## config.mk

```make
export PLATFORM = sky130hd
export DESIGN_NAME = led_fault_supervisor
export DESIGN_NICKNAME = d
export VERILOG_FILES = /design/src/led_fault_pkg.sv /design/src/chan_if.sv /design/src/deglitch.sv /design/src/fault_channel.sv /design/src/led_fault_supervisor.sv
export SDC_FILE = /design/constraint.sdc
export NUM_CORES = 1
export LEC_CHECK = 0
export BUFFER_PORTS_ARGS = -buffer_cell sky130_fd_sc_hd__buf_2
export CORE_MARGIN = 8
export CORE_UTILIZATION = 50
export CTS_BUF_LIST = sky130_fd_sc_hd__clkbuf_16
export DETAILED_ROUTE_END_ITERATION = 8
export PLACE_DENSITY = 0.76
export SETUP_SLACK_MARGIN = 0.2
export SLEW_MARGIN = 40
export SYNTH_ARGS = -nofsm -noshare
export SYNTH_HDL_FRONTEND = slang
export SYNTH_SLANG_ARGS = --single-unit
export TNS_END_PERCENT = 20
```

## constraint.sdc

```tcl
create_clock -name mclk -period 2.65 [get_ports mclk]
set_input_delay 0.1325 -clock mclk [delete_from_list [all_inputs] [get_ports mclk]]
set_output_delay 0.1325 -clock mclk [all_outputs]
set_load 0.005 [all_outputs]
```

## src/led_fault_pkg.sv

```systemverilog
// constants and state codes for the led fault supervisor
package led_fault_pkg;
    localparam int NUM_CH         = 32'h0000_0002;
    localparam int COUNT_W        = 32'h0000_0010;
    localparam int CLK_PERIOD_NS  = 32'h0000_0064; // 100 ns at 10 MHz
    localparam int OPEN_DEG_NS    = 32'h0000_2710; // 10 us
    localparam int SHORT_DEG_NS   = 32'h0000_2710; // 10 us
    localparam int THERM_DEG_NS   = 32'h0000_4E20; // 20 us
    localparam int FAULT_REC_NS   = 32'h0001_86A0; // 100 us
    // least times, rounded up to whole cycles
    localparam logic [COUNT_W-1:0] OPEN_DEG_CYCLES  = COUNT_W'((OPEN_DEG_NS + CLK_PERIOD_NS - 1) / CLK_PERIOD_NS);
    localparam logic [COUNT_W-1:0] SHORT_DEG_CYCLES = COUNT_W'((SHORT_DEG_NS + CLK_PERIOD_NS - 1) / CLK_PERIOD_NS);
    localparam logic [COUNT_W-1:0] THERM_DEG_CYCLES = COUNT_W'((THERM_DEG_NS + CLK_PERIOD_NS - 1) / CLK_PERIOD_NS);
    localparam logic [COUNT_W-1:0] FAULT_REC_CYCLES = COUNT_W'((FAULT_REC_NS + CLK_PERIOD_NS - 1) / CLK_PERIOD_NS);
    localparam logic [COUNT_W-1:0] COUNT_ZERO       = 16'h0000;
    localparam logic [COUNT_W-1:0] COUNT_ONE        = 16'h0001;

    // fault bus supervisor states, one-hot
    typedef enum logic [3:0] {
        ST_OFF     = 4'h1,
        ST_RUN     = 4'h2,
        ST_HOLD    = 4'h4,
        ST_RECOVER = 4'h8
    } bus_state_t;
endpackage

```

## src/chan_if.sv

```systemverilog
// per-channel conditions and fault flags between supervisor and channel
`timescale 1ns/1ps
interface chan_if;
    logic diag_allowed;   // supply good and chip enabled
    logic open_detect_on; // open detection enabled
    logic dim;            // dimming input, gated by run permission
    logic head_low;       // headroom below open rising threshold
    logic head_ok;        // headroom above open falling threshold
    logic short_low;      // direct or shunt below short threshold
    logic short_ok;       // direct and shunt above short rising threshold
    logic open_fault;
    logic short_fault;
    modport top  (output diag_allowed, open_detect_on, dim, head_low, head_ok, short_low, short_ok,
                  input  open_fault, short_fault);
    modport chan (input  diag_allowed, open_detect_on, dim, head_low, head_ok, short_low, short_ok,
                  output open_fault, short_fault);
endinterface

```

## src/deglitch.sv

```systemverilog
// deglitch timer: expires a fixed count after run is first seen, unless restart clears it
`timescale 1ns/1ps
module deglitch #(
    parameter logic [led_fault_pkg::COUNT_W-1:0] LIMIT = led_fault_pkg::OPEN_DEG_CYCLES
) (
    // clock and reset
    input  wire logic mclk,
    input  wire logic rst,
    // condition
    input  wire logic run,
    input  wire logic restart,
    output logic      expired
);
    logic [led_fault_pkg::COUNT_W-1:0] cnt;
    logic                              busy;

    always_ff @(posedge mclk) begin
        if (rst || restart) begin
            cnt  <= led_fault_pkg::COUNT_ZERO;
            busy <= 1'b0;
        end else if (busy || run) begin
            busy <= 1'b1;
            if (cnt != LIMIT) begin
                cnt <= cnt + led_fault_pkg::COUNT_ONE;
            end
        end
    end

    assign expired = busy && (cnt == LIMIT);
endmodule

```

## src/fault_channel.sv

```systemverilog
// per-channel open and short-to-ground detection with retry clearing
`timescale 1ns/1ps
module fault_channel (
    // clock and reset
    input  wire logic mclk,
    input  wire logic rst,
    // channel link
    chan_if.chan      link
);
    logic open_qual;
    logic short_qual;
    logic open_expired;
    logic short_expired;

    assign open_qual  = link.diag_allowed && link.open_detect_on && link.dim && !link.open_fault;
    assign short_qual = link.diag_allowed && link.dim && !link.short_fault;

    deglitch #(.LIMIT(led_fault_pkg::OPEN_DEG_CYCLES)) u_open (
        .mclk    (mclk),
        .rst     (rst),
        .run     (open_qual && link.head_low),
        .restart (!open_qual || link.head_ok),
        .expired (open_expired)
    );

    deglitch #(.LIMIT(led_fault_pkg::SHORT_DEG_CYCLES)) u_short (
        .mclk    (mclk),
        .rst     (rst),
        .run     (short_qual && link.short_low),
        .restart (!short_qual || link.short_ok),
        .expired (short_expired)
    );

    // open fault set, cleared by retry
    always_ff @(posedge mclk) begin
        if (rst) begin
            link.open_fault <= 1'b0;
        end else if (open_expired) begin
            link.open_fault <= 1'b1;
        end else if (!link.diag_allowed || !link.open_detect_on || link.head_ok) begin
            link.open_fault <= 1'b0;
        end
    end

    // short fault set, cleared when retry sees output rise
    always_ff @(posedge mclk) begin
        if (rst) begin
            link.short_fault <= 1'b0;
        end else if (short_expired) begin
            link.short_fault <= 1'b1;
        end else if (!link.diag_allowed || link.short_ok) begin
            link.short_fault <= 1'b0;
        end
    end
endmodule

```

## src/led_fault_supervisor.sv

```systemverilog
// two-channel led driver fault supervisor with shared fault line
`timescale 1ns/1ps
module led_fault_supervisor (
    // clock and reset
    input  wire logic                             mclk,
    input  wire logic                             rst,
    // supply and enable
    input  wire logic                             supply_above_por,
    input  wire logic                             chip_enable,
    // open-detect enable pin comparators
    input  wire logic                             open_detect_above_high,
    input  wire logic                             open_detect_below_low,
    // per-channel dimming and comparators
    input  wire logic [led_fault_pkg::NUM_CH-1:0] channel_dim_input,
    input  wire logic [led_fault_pkg::NUM_CH-1:0] headroom_below_open_rising,
    input  wire logic [led_fault_pkg::NUM_CH-1:0] headroom_above_open_falling,
    input  wire logic [led_fault_pkg::NUM_CH-1:0] direct_output_below_short,
    input  wire logic [led_fault_pkg::NUM_CH-1:0] shunt_output_below_short,
    input  wire logic [led_fault_pkg::NUM_CH-1:0] direct_output_above_short_rising,
    input  wire logic [led_fault_pkg::NUM_CH-1:0] shunt_output_above_short_rising,
    // junction temperature comparators
    input  wire logic                             temp_at_shutdown,
    input  wire logic                             temp_below_recovery,
    // fault line pin: comparators, output, enable, weak pull-up
    input  wire logic                             fault_line_above_high,
    input  wire logic                             fault_line_below_low,
    output logic                                  fault_line_out,
    output logic                                  fault_line_oe,
    output logic                                  fault_line_pullup_on,
    // channel drive
    output logic      [led_fault_pkg::NUM_CH-1:0] channel_regulate,
    output logic      [led_fault_pkg::NUM_CH-1:0] channel_retry,
    // status
    output logic      [led_fault_pkg::NUM_CH-1:0] open_fault,
    output logic      [led_fault_pkg::NUM_CH-1:0] short_fault,
    output logic                                  thermal_shutdown,
    output logic                                  low_current_mode
);
    led_fault_pkg::bus_state_t             state;
    led_fault_pkg::bus_state_t             next_state;
    logic                                  local_rst;
    logic                                  active;
    logic                                  open_on;
    logic                                  line_low;
    logic                                  had_local;
    logic                                  therm_expired;
    logic                                  local_fault;
    logic                                  run_ok;
    logic                                  rec_done;
    logic [led_fault_pkg::COUNT_W-1:0]     rec_cnt;
    logic [led_fault_pkg::NUM_CH-1:0]      ch_open;
    logic [led_fault_pkg::NUM_CH-1:0]      ch_short;
    logic [led_fault_pkg::NUM_CH-1:0]      next_regulate;
    logic [led_fault_pkg::NUM_CH-1:0]      next_retry;

    // supply below power-on threshold clears everything
    assign local_rst = rst || !supply_above_por;
    assign active    = supply_above_por && chip_enable;

    always_ff @(posedge mclk) begin
        if (local_rst) begin
            open_on <= 1'b0;
        end else if (open_detect_above_high) begin
            open_on <= 1'b1;
        end else if (open_detect_below_low) begin
            open_on <= 1'b0;
        end
    end

    always_ff @(posedge mclk) begin
        if (local_rst) begin
            line_low <= 1'b0;
        end else if (fault_line_below_low) begin
            line_low <= 1'b1;
        end else if (fault_line_above_high) begin
            line_low <= 1'b0;
        end
    end

    // thermal deglitch, counted only with chip enable
    deglitch #(.LIMIT(led_fault_pkg::THERM_DEG_CYCLES)) u_therm (
        .mclk    (mclk),
        .rst     (local_rst),
        .run     (chip_enable && temp_at_shutdown && !thermal_shutdown),
        .restart (!chip_enable || !temp_at_shutdown),
        .expired (therm_expired)
    );

    // shutdown until below threshold minus hysteresis
    always_ff @(posedge mclk) begin
        if (local_rst) begin
            thermal_shutdown <= 1'b0;
        end else if (therm_expired) begin
            thermal_shutdown <= 1'b1;
        end else if (!chip_enable || temp_below_recovery) begin
            thermal_shutdown <= 1'b0;
        end
    end

    // channels run only in the normal bus state
    assign run_ok = state == led_fault_pkg::ST_RUN && !thermal_shutdown;

    // per-channel detectors
    generate
        for (genvar i = 0; i < led_fault_pkg::NUM_CH; i++) begin : g_ch
            chan_if link ();

            // dimming low gates current and diagnostics
            assign link.diag_allowed   = active;
            assign link.open_detect_on = open_on;
            assign link.dim            = channel_dim_input[i] && run_ok;
            assign link.head_low       = headroom_below_open_rising[i];
            assign link.head_ok        = headroom_above_open_falling[i];
            assign link.short_low      = direct_output_below_short[i] || shunt_output_below_short[i];
            assign link.short_ok       = direct_output_above_short_rising[i] && shunt_output_above_short_rising[i];
            assign ch_open[i]          = link.open_fault;
            assign ch_short[i]         = link.short_fault;

            fault_channel u_chan (
                .mclk (mclk),
                .rst  (local_rst),
                .link (link.chan)
            );
        end
    endgenerate

    // any fault raised by this device
    assign local_fault = (|ch_open) || (|ch_short) || thermal_shutdown;

    // recovery interval finished
    assign rec_done = rec_cnt == led_fault_pkg::FAULT_REC_CYCLES;

    // fault bus supervisor transitions
    always_comb begin
        next_state = state;
        case (state)
            led_fault_pkg::ST_OFF: begin
                if (active) begin
                    next_state = led_fault_pkg::ST_RUN;
                end
            end
            led_fault_pkg::ST_RUN: begin
                if (!active) begin
                    next_state = led_fault_pkg::ST_OFF;
                end else if (line_low) begin
                    next_state = led_fault_pkg::ST_HOLD;
                end
            end
            led_fault_pkg::ST_HOLD: begin
                if (!active) begin
                    next_state = led_fault_pkg::ST_OFF;
                end else if (!line_low) begin
                    // delay after release when local fault was seen
                    next_state = (had_local || local_fault) ? led_fault_pkg::ST_RECOVER
                                                             : led_fault_pkg::ST_RUN;
                end
            end
            led_fault_pkg::ST_RECOVER: begin
                if (!active) begin
                    next_state = led_fault_pkg::ST_OFF;
                end else if (line_low) begin
                    next_state = led_fault_pkg::ST_HOLD;
                end else if (rec_done) begin
                    next_state = led_fault_pkg::ST_RUN;
                end
            end
            default: begin
                next_state = led_fault_pkg::ST_OFF;
            end
        endcase
    end

    // state register
    always_ff @(posedge mclk) begin
        if (local_rst) begin
            state <= led_fault_pkg::ST_OFF;
        end else begin
            state <= next_state;
        end
    end

    // remember a local fault while the line is held
    always_ff @(posedge mclk) begin
        if (local_rst) begin
            had_local <= 1'b0;
        end else if (state == led_fault_pkg::ST_HOLD && local_fault) begin
            had_local <= 1'b1;
        end else if (state == led_fault_pkg::ST_RUN) begin
            had_local <= 1'b0;
        end
    end

    // recovery counter restarts when line drops again
    always_ff @(posedge mclk) begin
        if (local_rst || state != led_fault_pkg::ST_RECOVER || line_low) begin
            rec_cnt <= led_fault_pkg::COUNT_ZERO;
        end else if (!rec_done) begin
            rec_cnt <= rec_cnt + led_fault_pkg::COUNT_ONE;
        end
    end

    // channel drive decisions
    always_comb begin
        next_regulate = '0;
        next_retry    = '0;
        for (int i = 0; i < led_fault_pkg::NUM_CH; i++) begin
            next_regulate[i] = run_ok && channel_dim_input[i] && !ch_open[i] && !ch_short[i];
            // retry ignoring dimming, stopped by thermal shutdown
            next_retry[i]    = active && !thermal_shutdown && (ch_short[i] || (ch_open[i] && open_on));
        end
    end

    always_ff @(posedge mclk) begin
        if (local_rst) begin
            channel_regulate <= '0;
            channel_retry    <= '0;
        end else begin
            channel_regulate <= next_regulate;
            channel_retry    <= next_retry;
        end
    end

    // status copies
    always_ff @(posedge mclk) begin
        if (local_rst) begin
            open_fault  <= '0;
            short_fault <= '0;
        end else begin
            open_fault  <= ch_open;
            short_fault <= ch_short;
        end
    end

    // fault line pull-down and weak pull-up
    always_ff @(posedge mclk) begin
        if (local_rst) begin
            fault_line_oe        <= 1'b0;
            fault_line_pullup_on <= 1'b0;
        end else begin
            fault_line_oe        <= local_fault;
            fault_line_pullup_on <= !local_fault;
        end
    end

    // open-drain: only ever drives low
    assign fault_line_out = 1'b0;

    // low-current fault mode while the line is low
    always_ff @(posedge mclk) begin
        if (local_rst) begin
            low_current_mode <= 1'b0;
        end else begin
            low_current_mode <= line_low;
        end
    end
endmodule

```

# == After elaboration in Yosys (flattened, before gate mapping) ==
# Cells that the tools add are included.
# classes
addsub,6
n_eq_ne,20
muxes,26
reduce_logical,98
# op_table
cell,n
$add A16 B1 Y16 const B,6
$eq A16 B7 Y1 const B,4
$ne A16 B7 Y1 const B,4
$logic_and A1 B1 Y1,36
$mux W4,9
$logic_or A1 B1 Y1,31
$eq A16 B10 Y1 const B,1
$eq A16 B8 Y1 const B,1
$mux W1,16
$ne A16 B8 Y1 const B,1
$pmux W4 S4,1
$reduce_bool A2 Y1,8
$logic_not A1 Y1,15
$reduce_and A2 Y1,5
$ne A4 B4 Y1 const B,2
$ne A3 B3 Y1 const B,2
$eq A4 B1 Y1 const B,1
$eq A4 B2 Y1 const B,1
$eq A4 B3 Y1 const B,1
$eq A4 B4 Y1 const B,1
$reduce_and A4 Y1,1
$reduce_or A2 Y1,2
$ne A2 B2 Y1 const B,1
# totals
ff_bits,124
inputBits,24

# == Logic depth before layout (Yosys ltp) ==
# Gate-level depths: netlist of run 1.
# logic_depth
depth_word,8
mapped_depth,8
ltp_nobuf,7

# == Hierarchy ==
# From an unflattened synthesis of run 1, not the netlist that was laid out.
# hier_totals
cells_unflattened,746
hier_area_um2,6318.6
# modules_own_cells
mod,instances,cells_each,area_each_um2,seq_area_each_um2
deglitch at g_ch[0].u_chan.u_open ...,4,110,910.9,340.3
led_fault_supervisor,1,181,1579.0,700.7
deglitch at u_therm,1,97,853.3,340.3
fault_channel,2,14,121.4,40.0

# == Least setup slack after synthesis of run 1 ==
# No wires, ideal clock.
# synth_path
kind,flip-flop to flip-flop
from,register u_therm.cnt[0] (netlist name)
to,register u_therm.cnt[1] (netlist name)
setup_ns,0.123
arrival_ns,1.665
required_ns,2.527
slack_ns,0.862
path_stages_with_launch,9
n_path_buf,1
period_less_slack_ns,1.788
cell_sequence,dfxtp_1 inv_1 ha_1 or3b_2 nor4_4 buf_4 or2_2 mux2i_1 nor2_1
# synth_between
elab_chain_cells,2
elab_cells_between_ends,3
classes_between,add/sub: 1; eq/ne: 1; reduce/logical: 1
# synth_rtl
item,line_no,source
from (decl),deglitch.sv:14,logic [led_fault_pkg::COUNT_W-1:0] cnt;
from (signal assigned),deglitch.sv:19,cnt <= led_fault_pkg::COUNT_ZERO;
from (signal assigned),deglitch.sv:24,cnt <= cnt + led_fault_pkg::COUNT_ONE;
branches (longest 2 deep; another with $add A16 B1 Y16),n/a,
# Parallel ways; which one is timed is not known.
# A chain may end at the register's enable or synchronous reset.

# == Worst setup path after layout of run 1 ==
# layout_path
from,register state[1]
to,register g_ch[1].u_chan.u_short.cnt[13] (netlist name)
# layout_between
elab_chain_cells,8
elab_cells_between_ends,11
classes_between,eq/ne: 1; reduce/logical: 10
# layout_rtl
item,line_no,source
from (decl),led_fault_supervisor.sv:39,led_fault_pkg::bus_state_t state;
from (signal assigned),led_fault_supervisor.sv:176,state <= led_fault_pkg::ST_OFF;
from (signal assigned),led_fault_supervisor.sv:178,state <= next_state;
$eq A4 B2 Y1 *,led_fault_supervisor.sv:101,assign run_ok = state == led_fault_pkg::ST_RUN && !thermal_shutdown;
$logic_and A1 B1 Y1 *,led_fault_supervisor.sv:101,
$logic_and A1 B1 Y1 *,led_fault_supervisor.sv:111,assign link.dim = channel_dim_input[i] && run_ok;
$logic_and A1 B1 Y1 * (2 in series),fault_channel.sv:16,assign short_qual = link.diag_allowed && link.dim && !link.short_fault;
$logic_and A1 B1 Y1 / $logic_not A1 Y1 (equally long branches),"fault_channel.sv:29, fault_channel.sv:30",
$logic_or A1 B1 Y1 (on tied branches),"deglitch.sv:21, fault_channel.sv:30",
$reduce_and A2 Y1 (no line) / $logic_or A1 B1 Y1 (equally long branches),n/a,
to (signal assigned),deglitch.sv:19,
to (signal assigned),deglitch.sv:24,
to (decl),deglitch.sv:14,
# Mark *: on every way between the ends. The rest lies on a longest branch, timed or not.

==> impl_metrics.ini, run 1 <==
[drt]
drc = 0
routed_wl_mm = 13.3
ant_nets = 0
wl_per_cell_um = 15.0
num_vias = 4986
drtIter0Drc = 483
viasPerCell = 5.64
first_pass_iters = 5

[synth]
yosys_register_bits = 124
async_flop_share_pct = 0
synthFlopType = dfxtp_1
avgSynthCellArea_um2 = 8.72
synth_largest_area_cell = dfxtp_1
netlist_area_um2 = 6010
ys_warn_count = 0
synth_area_leaders = dfxtp_1 41%, xnor2_1 7.6%, nor2_1 6.6%, xor2_1 3.5%, nand2_1 2.9%
synth.distinct_cells = 64
syn-num-nets = 725
synth_top_area_share_pct = 41.3
synth_cells = 689
yosysSeqAreaShare_pct = 41.3
synth-edff-count = 0

[floorplanning]
pin_count = 37
fp.dieW_um = 126
core-area_um2 = 11900
placement_rows = 40
initial_core_util_pct = 50.7
die-area_um2 = 15800
die_h_um = 126

[worst_setup_path]
cp.required_ps = 2970
cp_max_fo = 12
cpPeakStageDelay_ps = 560
slowest_stage = dfxtp_1
crit_type = reg -> reg
critical_path.top_delay_family = simple AND/OR/NAND/NOR gates
startpoint_type = flip-flop
path_buf_inv = 0
critPathArrivalTime_ps = 2580
path_cells = and3b_1, a41o_1, nand3_2, or4_1, a21oi_1
cp-end-kind = flip-flop

[timing]
finalSetupTns_ps = 0
period_share_pct = 85.5
finalSetupViolCount = 0
fmax_mhz = 441
drv_slew = 0
fin_worst_skew_ps = 6.76
rsz0062_at_grt = no
final_hold_viol_count = 0
tightest_slew_ps = 736
min_period_ps = 2270
whs_ps = 27.9
relSlewSlack_pct = 50.8

[finish]
antenna_cells = 0
finalNonFillerCells = 884
layout_commonest_cell = dfxtp_1
finalNetCount = 760
synthToLayoutAreaGrowth_pct = 15.0
mostFrequentLayoutCells = 124 x dfxtp_1, 105 x nor2_1, 52 x xnor2_1
utilization_pct = 58.3
drive_gt1_share_pct = 12.2

[run]
maxCapViolCount = 0

[cts]
htreeDepth = 4
cts_root_buffer = clkbuf_16
clock_path_buffers = 2
clock_sinks = 124
cts_setup_buffers = 0
path_clk_slew_ps = 50
clock_latency_ps = 410
cts_tree = built
numCtsBuffers = 17

[placed_design]
gp_congestion = 0.849
placedCellCount = 849
place_hpwl_mm = 9.41
portBuffers = 35

[power]
peakVddDrop_mv = 0.417
power_mw = 4.33
p_leak_nw = 2.18
p_per_area_nw_per_um2 = 627

[global_routing]
grt_pass1_wl_mm = 22.7
groute.usage.overall_pct = 17.3
grt_max_degree = 19
grt_pass1_vias = 4879
grt-ovfl-total = 0
antenna_found_initial = 0

[outcome]
status = finished, final reports clean

[hold_path]
hold_path.class = in -> reg
-- per-layer routing --
metal  global-route usage [%]  vias to the layer above  share of wire (%)
li1                         -                     2489                  -
met1                     19.6                     2367                 43
met2                     30.1                      111                 51
met3                     4.68                       19                4.0
met4                     7.38                        0                1.9
met5                        0                        -                  0
-- layout make-up --
type	instances	area, um^2
Timing Repair Buffer	42	235
Sequential cell	124	2480
Clock inverter	15	179
Fill cell	1025	4950
Tap cell	147	184
Inverter	25	93.8
Multi-Input combinational cell	514	3320
Clock buffer	17	425
-- cells by family (layout without fill, tap and decap cells) --
| kind of cell | count (synthesis) | in the layout | share of synthesized area, % |
|---|---|---|---|
| AO/OA/AOI/OAI | 65 | 65 | 7.39 |
| XOR/XNOR | 76 | 76 | 11.1 |
| adder cells (fa/ha/maj) | 12 | 12 | 2.50 |
| buffers and inverters | 51 | 99 | 3.68 |
| flip-flops | 124 | 124 | 41.3 |
| multiplexers | 5 | 5 | 0.833 |
| other | 1 | 1 | 0.0624 |
| AND/OR/NAND/NOR | 355 | 355 | 33.2 |
-- where the power goes --
part | leakage [nW] | total (mW) | switching (mW) | internal [mW]
combinational | 0.894 | 0.0872 | 0.0472 | 0.0400
clock | 0.284 | 2.37 | 0.818 | 1.55
sequential | 0.999 | 1.88 | 0.00845 | 1.87
total | 2.18 | 4.33 | 0.874 | 3.46
-- synth_stat cells, types with 12 or more instances --
master    instances
nand2_1          47
dfxtp_1         124
nor4_1           19
inv_1            25
nor3_1           26
ha_1             12
nor2_1          105
a21oi_1          24
nand3_1          32
o21ai_0          16
nand4_1          26
clkbuf_1         13
or3_1            15
xnor2_1          52
xor2_1           24
-- stage by stage --
stage                     setup slack [ps]  cell area [um^2]
after floorplan                        862              6010
after global placement                 513              6270
after detailed placement               407              6270
after CTS                              388              6910
after global routing                   248              6920
final                                  383              6920
-- state kept, by name, indices dropped and copies added, names as in the netlist, 4 cells and up --
signal	cells
g_ch.u_chan.u_open.cnt	32
rec_cnt	16
state	4
g_ch.u_chan.u_short.cnt	32
u_therm.cnt	16
-- worst paths after layout --
check / startpoint / endpoint / slack (ps) / cells after the start
max: state[1] / g_ch[1].u_chan.u_short.cnt[13] / 380 / 5
min reg2reg: g_ch[1].u_chan.u_open.cnt[15] / g_ch[1].u_chan.u_open.cnt[15] / 480 / 2
min: fault_line_above_high / line_low / 30 / 4
max reg2reg: state[1] / g_ch[1].u_chan.u_short.cnt[13] / 380 / 5
-- worst reg2reg max path, cell delays in order (launching register included) --
cell and delay, ps:
dfxtp_1 560, and3b_1 340, a41o_1 440, nand3_2 230
or4_1 460, a21oi_1 150
-- what timing repair did --
| action | 4_1_cts | 5_1_grt |
|---|---|---|
| hold endpoints to repair | 4 | 0 |
| hold buffers | 3 | 0 |
| resized for setup | 0 | 0 |
No activity file was read; power rests on OpenSTA's default activity.
==> run 2, diff against run 1 <==
--- a/config.mk
+++ b/config.mk
@@ -5,12 +5,13 @@
 export SDC_FILE = /design/constraint.sdc
 export NUM_CORES = 1
 export LEC_CHECK = 0
+export ABC_AREA = 1
 export BUFFER_PORTS_ARGS = -buffer_cell sky130_fd_sc_hd__buf_2
-export CORE_MARGIN = 8
+export CORE_MARGIN = 1.5
 export CORE_UTILIZATION = 50
 export CTS_BUF_LIST = sky130_fd_sc_hd__clkbuf_16
 export DETAILED_ROUTE_END_ITERATION = 8
-export PLACE_DENSITY = 0.76
+export PLACE_DENSITY = 0.75
 export SETUP_SLACK_MARGIN = 0.2
 export SLEW_MARGIN = 40
 export SYNTH_ARGS = -nofsm -noshare
==> impl_metrics.ini, run 2 <==
[outcome]
status = finished, final reports clean

[worst_setup_path]
crit_type = reg -> reg
cp.required_ps = 2960
cpMostUsedCell = nand2_1
cp_max_fo = 17
slowest_stage = dfxtp_1
cpPeakStageDelay_ps = 380
critical_path.top_delay_family = simple AND/OR/NAND/NOR gates
path_cells = inv_1, ha_1, nand2_1, nor2_1, nand2_1, nand2_1, inv_2, nand3_1, and3_1
startpoint_type = flip-flop
path_buf_inv = 2
critPathArrivalTime_ps = 2200
cp-end-kind = flip-flop

[synth]
synth_largest_area_cell = dfxtp_1
synth_cells = 965
synth-edff-count = 0
avgSynthCellArea_um2 = 6.70
yosys_register_bits = 124
synth_top_area_share_pct = 38.4
syn-num-nets = 1001
synth.distinct_cells = 44
yosysMostFrequentCell = nand2_1
yosysSeqAreaShare_pct = 38.4
synth_area_leaders = dfxtp_1 38%, nand2_1 11%, nor2_1 9.5%, inv_1 7.7%, nand3_1 6.3%
async_flop_share_pct = 0
synthFlopType = dfxtp_1
synth_common_cells = 194 x nand2_1, 163 x nor2_1, 132 x inv_1
netlist_area_um2 = 6470
ys_warn_count = 0

[finish]
antenna_cells = 0
mostFrequentLayoutCells = 194 x nand2_1, 163 x nor2_1, 134 x inv_1
final_area_um2 = 7430
synthToLayoutAreaGrowth_pct = 15.0
layout_commonest_cell = nand2_1
drive_gt1_share_pct = 9.21
finalNetCount = 1044
finalNonFillerCells = 1193
largest_registers = g_ch.u_chan.u_open.cnt: 32 flops, g_ch.u_chan.u_short.cnt: 32 flops
nFillCells = 1223

[cts]
clock_latency_ps = 420
htreeDepth = 4
cts_root_buffer = clkbuf_16
clock_sinks = 124
ctsResizeCount = 0
clock_path_buffers = 2
path_clk_slew_ps = 50
numCtsBuffers = 17
cts_setup_buffers = 0
cts_tree = built

[power]
peakVddDrop_mv = 0.356
power_mw = 4.44
switching_share_pct = 20.1
intPower_mw = 3.55
p_per_area_nw_per_um2 = 597
p_seq_share_pct = 42.2
p_clk_share_pct = 55.8
pwr-share-comb_pct = 2.0
p_leak_nw = 2.69
power_switching_mw = 0.892

[global_routing]
grt_use_met1_pct = 28.3
groute.usage.overall_pct = 22.4
grt_use_met3_pct = 5.40
antenna_found_initial = 0
gr-usage-met2_pct = 36.6
grt_max_degree = 32
grt_pass1_wl_mm = 24.1
grt-ovfl-total = 0
grt_pass1_vias = 5459
grt_busiest_layer = met2

[drt]
routed_wl_mm = 14.4
viasPerCell = 5.14
num_vias = 6132
ant_nets = 0
drc = 0
first_pass_iters = 5
wl_per_cell_um = 12.1
drtIter0Drc = 349

[floorplanning]
core-area_um2 = 12600
die-area_um2 = 13600
die_h_um = 117
initial_core_util_pct = 51.2
fp.dieW_um = 117
placement_rows = 41
pin_count = 37

[timing]
tightest_slew_ps = 660
relSlewSlack_pct = 55.9
finalSetupViolCount = 0
drv_slew = 0
rsz0062_at_grt = no
finalSetupTns_ps = 0
final_hold_viol_count = 0
min_period_ps = 1890
fin_ws_ps = 765
fin_worst_skew_ps = 8.53
fmax_mhz = 530
period_share_pct = 71.1

[placed_design]
portBuffers = 35
post-place-ws_ps = 752
placedCellCount = 1157
placed_area_um2 = 6760
gp_congestion = 0.911
place_hpwl_mm = 10.1

[hold_path]
hold_path.class = in -> reg

[run]
maxCapViolCount = 0
## run 2: final timing paths
check,start,end,depth (start not counted),slack [ps]
max,u_therm.cnt[0],u_therm.cnt[4],9,760
min,open_detect_below_low,g_ch[0].link.open_detect_on,4,20
max reg2reg,u_therm.cnt[0],u_therm.cnt[4],9,760
min reg2reg,g_ch[0].u_chan.u_short.busy,g_ch[0].u_chan.link.short_fault,2,460
## run 2: worst register-to-register path, cell delays in order, from the launching register on
cell     delay, ps
dfxtp_1        380
inv_1           80
ha_1           200
nand2_1         60
nor2_1          40
nand2_1         60
nand2_1        310
inv_2          360
nand3_1        110
and3_1         170
## run 2: layout make-up
class / count / area [um^2] / area share, %
multi-input cells: 686 / 3360 / 45.2
flip-flops and latches: 124 / 2480 / 33.4
inverters: 138 / 518 / 6.97
clock buffers: 17 / 425 / 5.72
repair buffers: 41 / 230 / 3.10
well taps: 172 / 215 / 2.89
clock inverters: 15 / 205 / 2.76
## run 2: repair_timing
item,CTS,global route
hold buffers,4,0
setup endpoints to repair,0,0
hold endpoints to repair,3,0
## run 2: power groups by stage
stage / sequential, mW / combinational (mW) / clock, mW
after detailed placement: 1.91 / 0.0841 / 0
after CTS: 1.87 / 0.0887 / 2.52
after global placement: 1.91 / 0.0833 / 0
after floorplan: 1.91 / 0.0504 / 0
after global routing: 1.87 / 0.0982 / 2.59
final: 1.87 / 0.0889 / 2.48
## run 2: kinds of logic after synthesis
kind of cell | Yosys count | synth area share [%]
other | 1 | 0.0580
buffers and inverters | 155 | 9.75
AO/OA/AOI/OAI | 119 | 10.1
AND/OR/NAND/NOR | 541 | 37.7
adder cells (fa/ha/maj) | 12 | 2.32
XOR/XNOR | 13 | 1.76
flip-flops | 124 | 38.4
## run 2: through the flow
step,utilization [%],hold slack (ps)
2_1_floorplan,-,211
3_3_place_gp,53.6,346
3_5_place_dp,53.6,344
4_1_cts,58.9,5.22
5_1_grt,58.9,24.8
6_report,58.9,24.6
## run 2: per-layer routing
metal | routed length (um) | share of wire [%] | vias to the layer above
li1 | - | - | 3215
met1 | 6660 | 46 | 2775
met2 | 6860 | 48 | 123
met3 | 615 | 4.3 | 19
met4 | 246 | 1.7 | 0
met5 | 0 | 0 | -
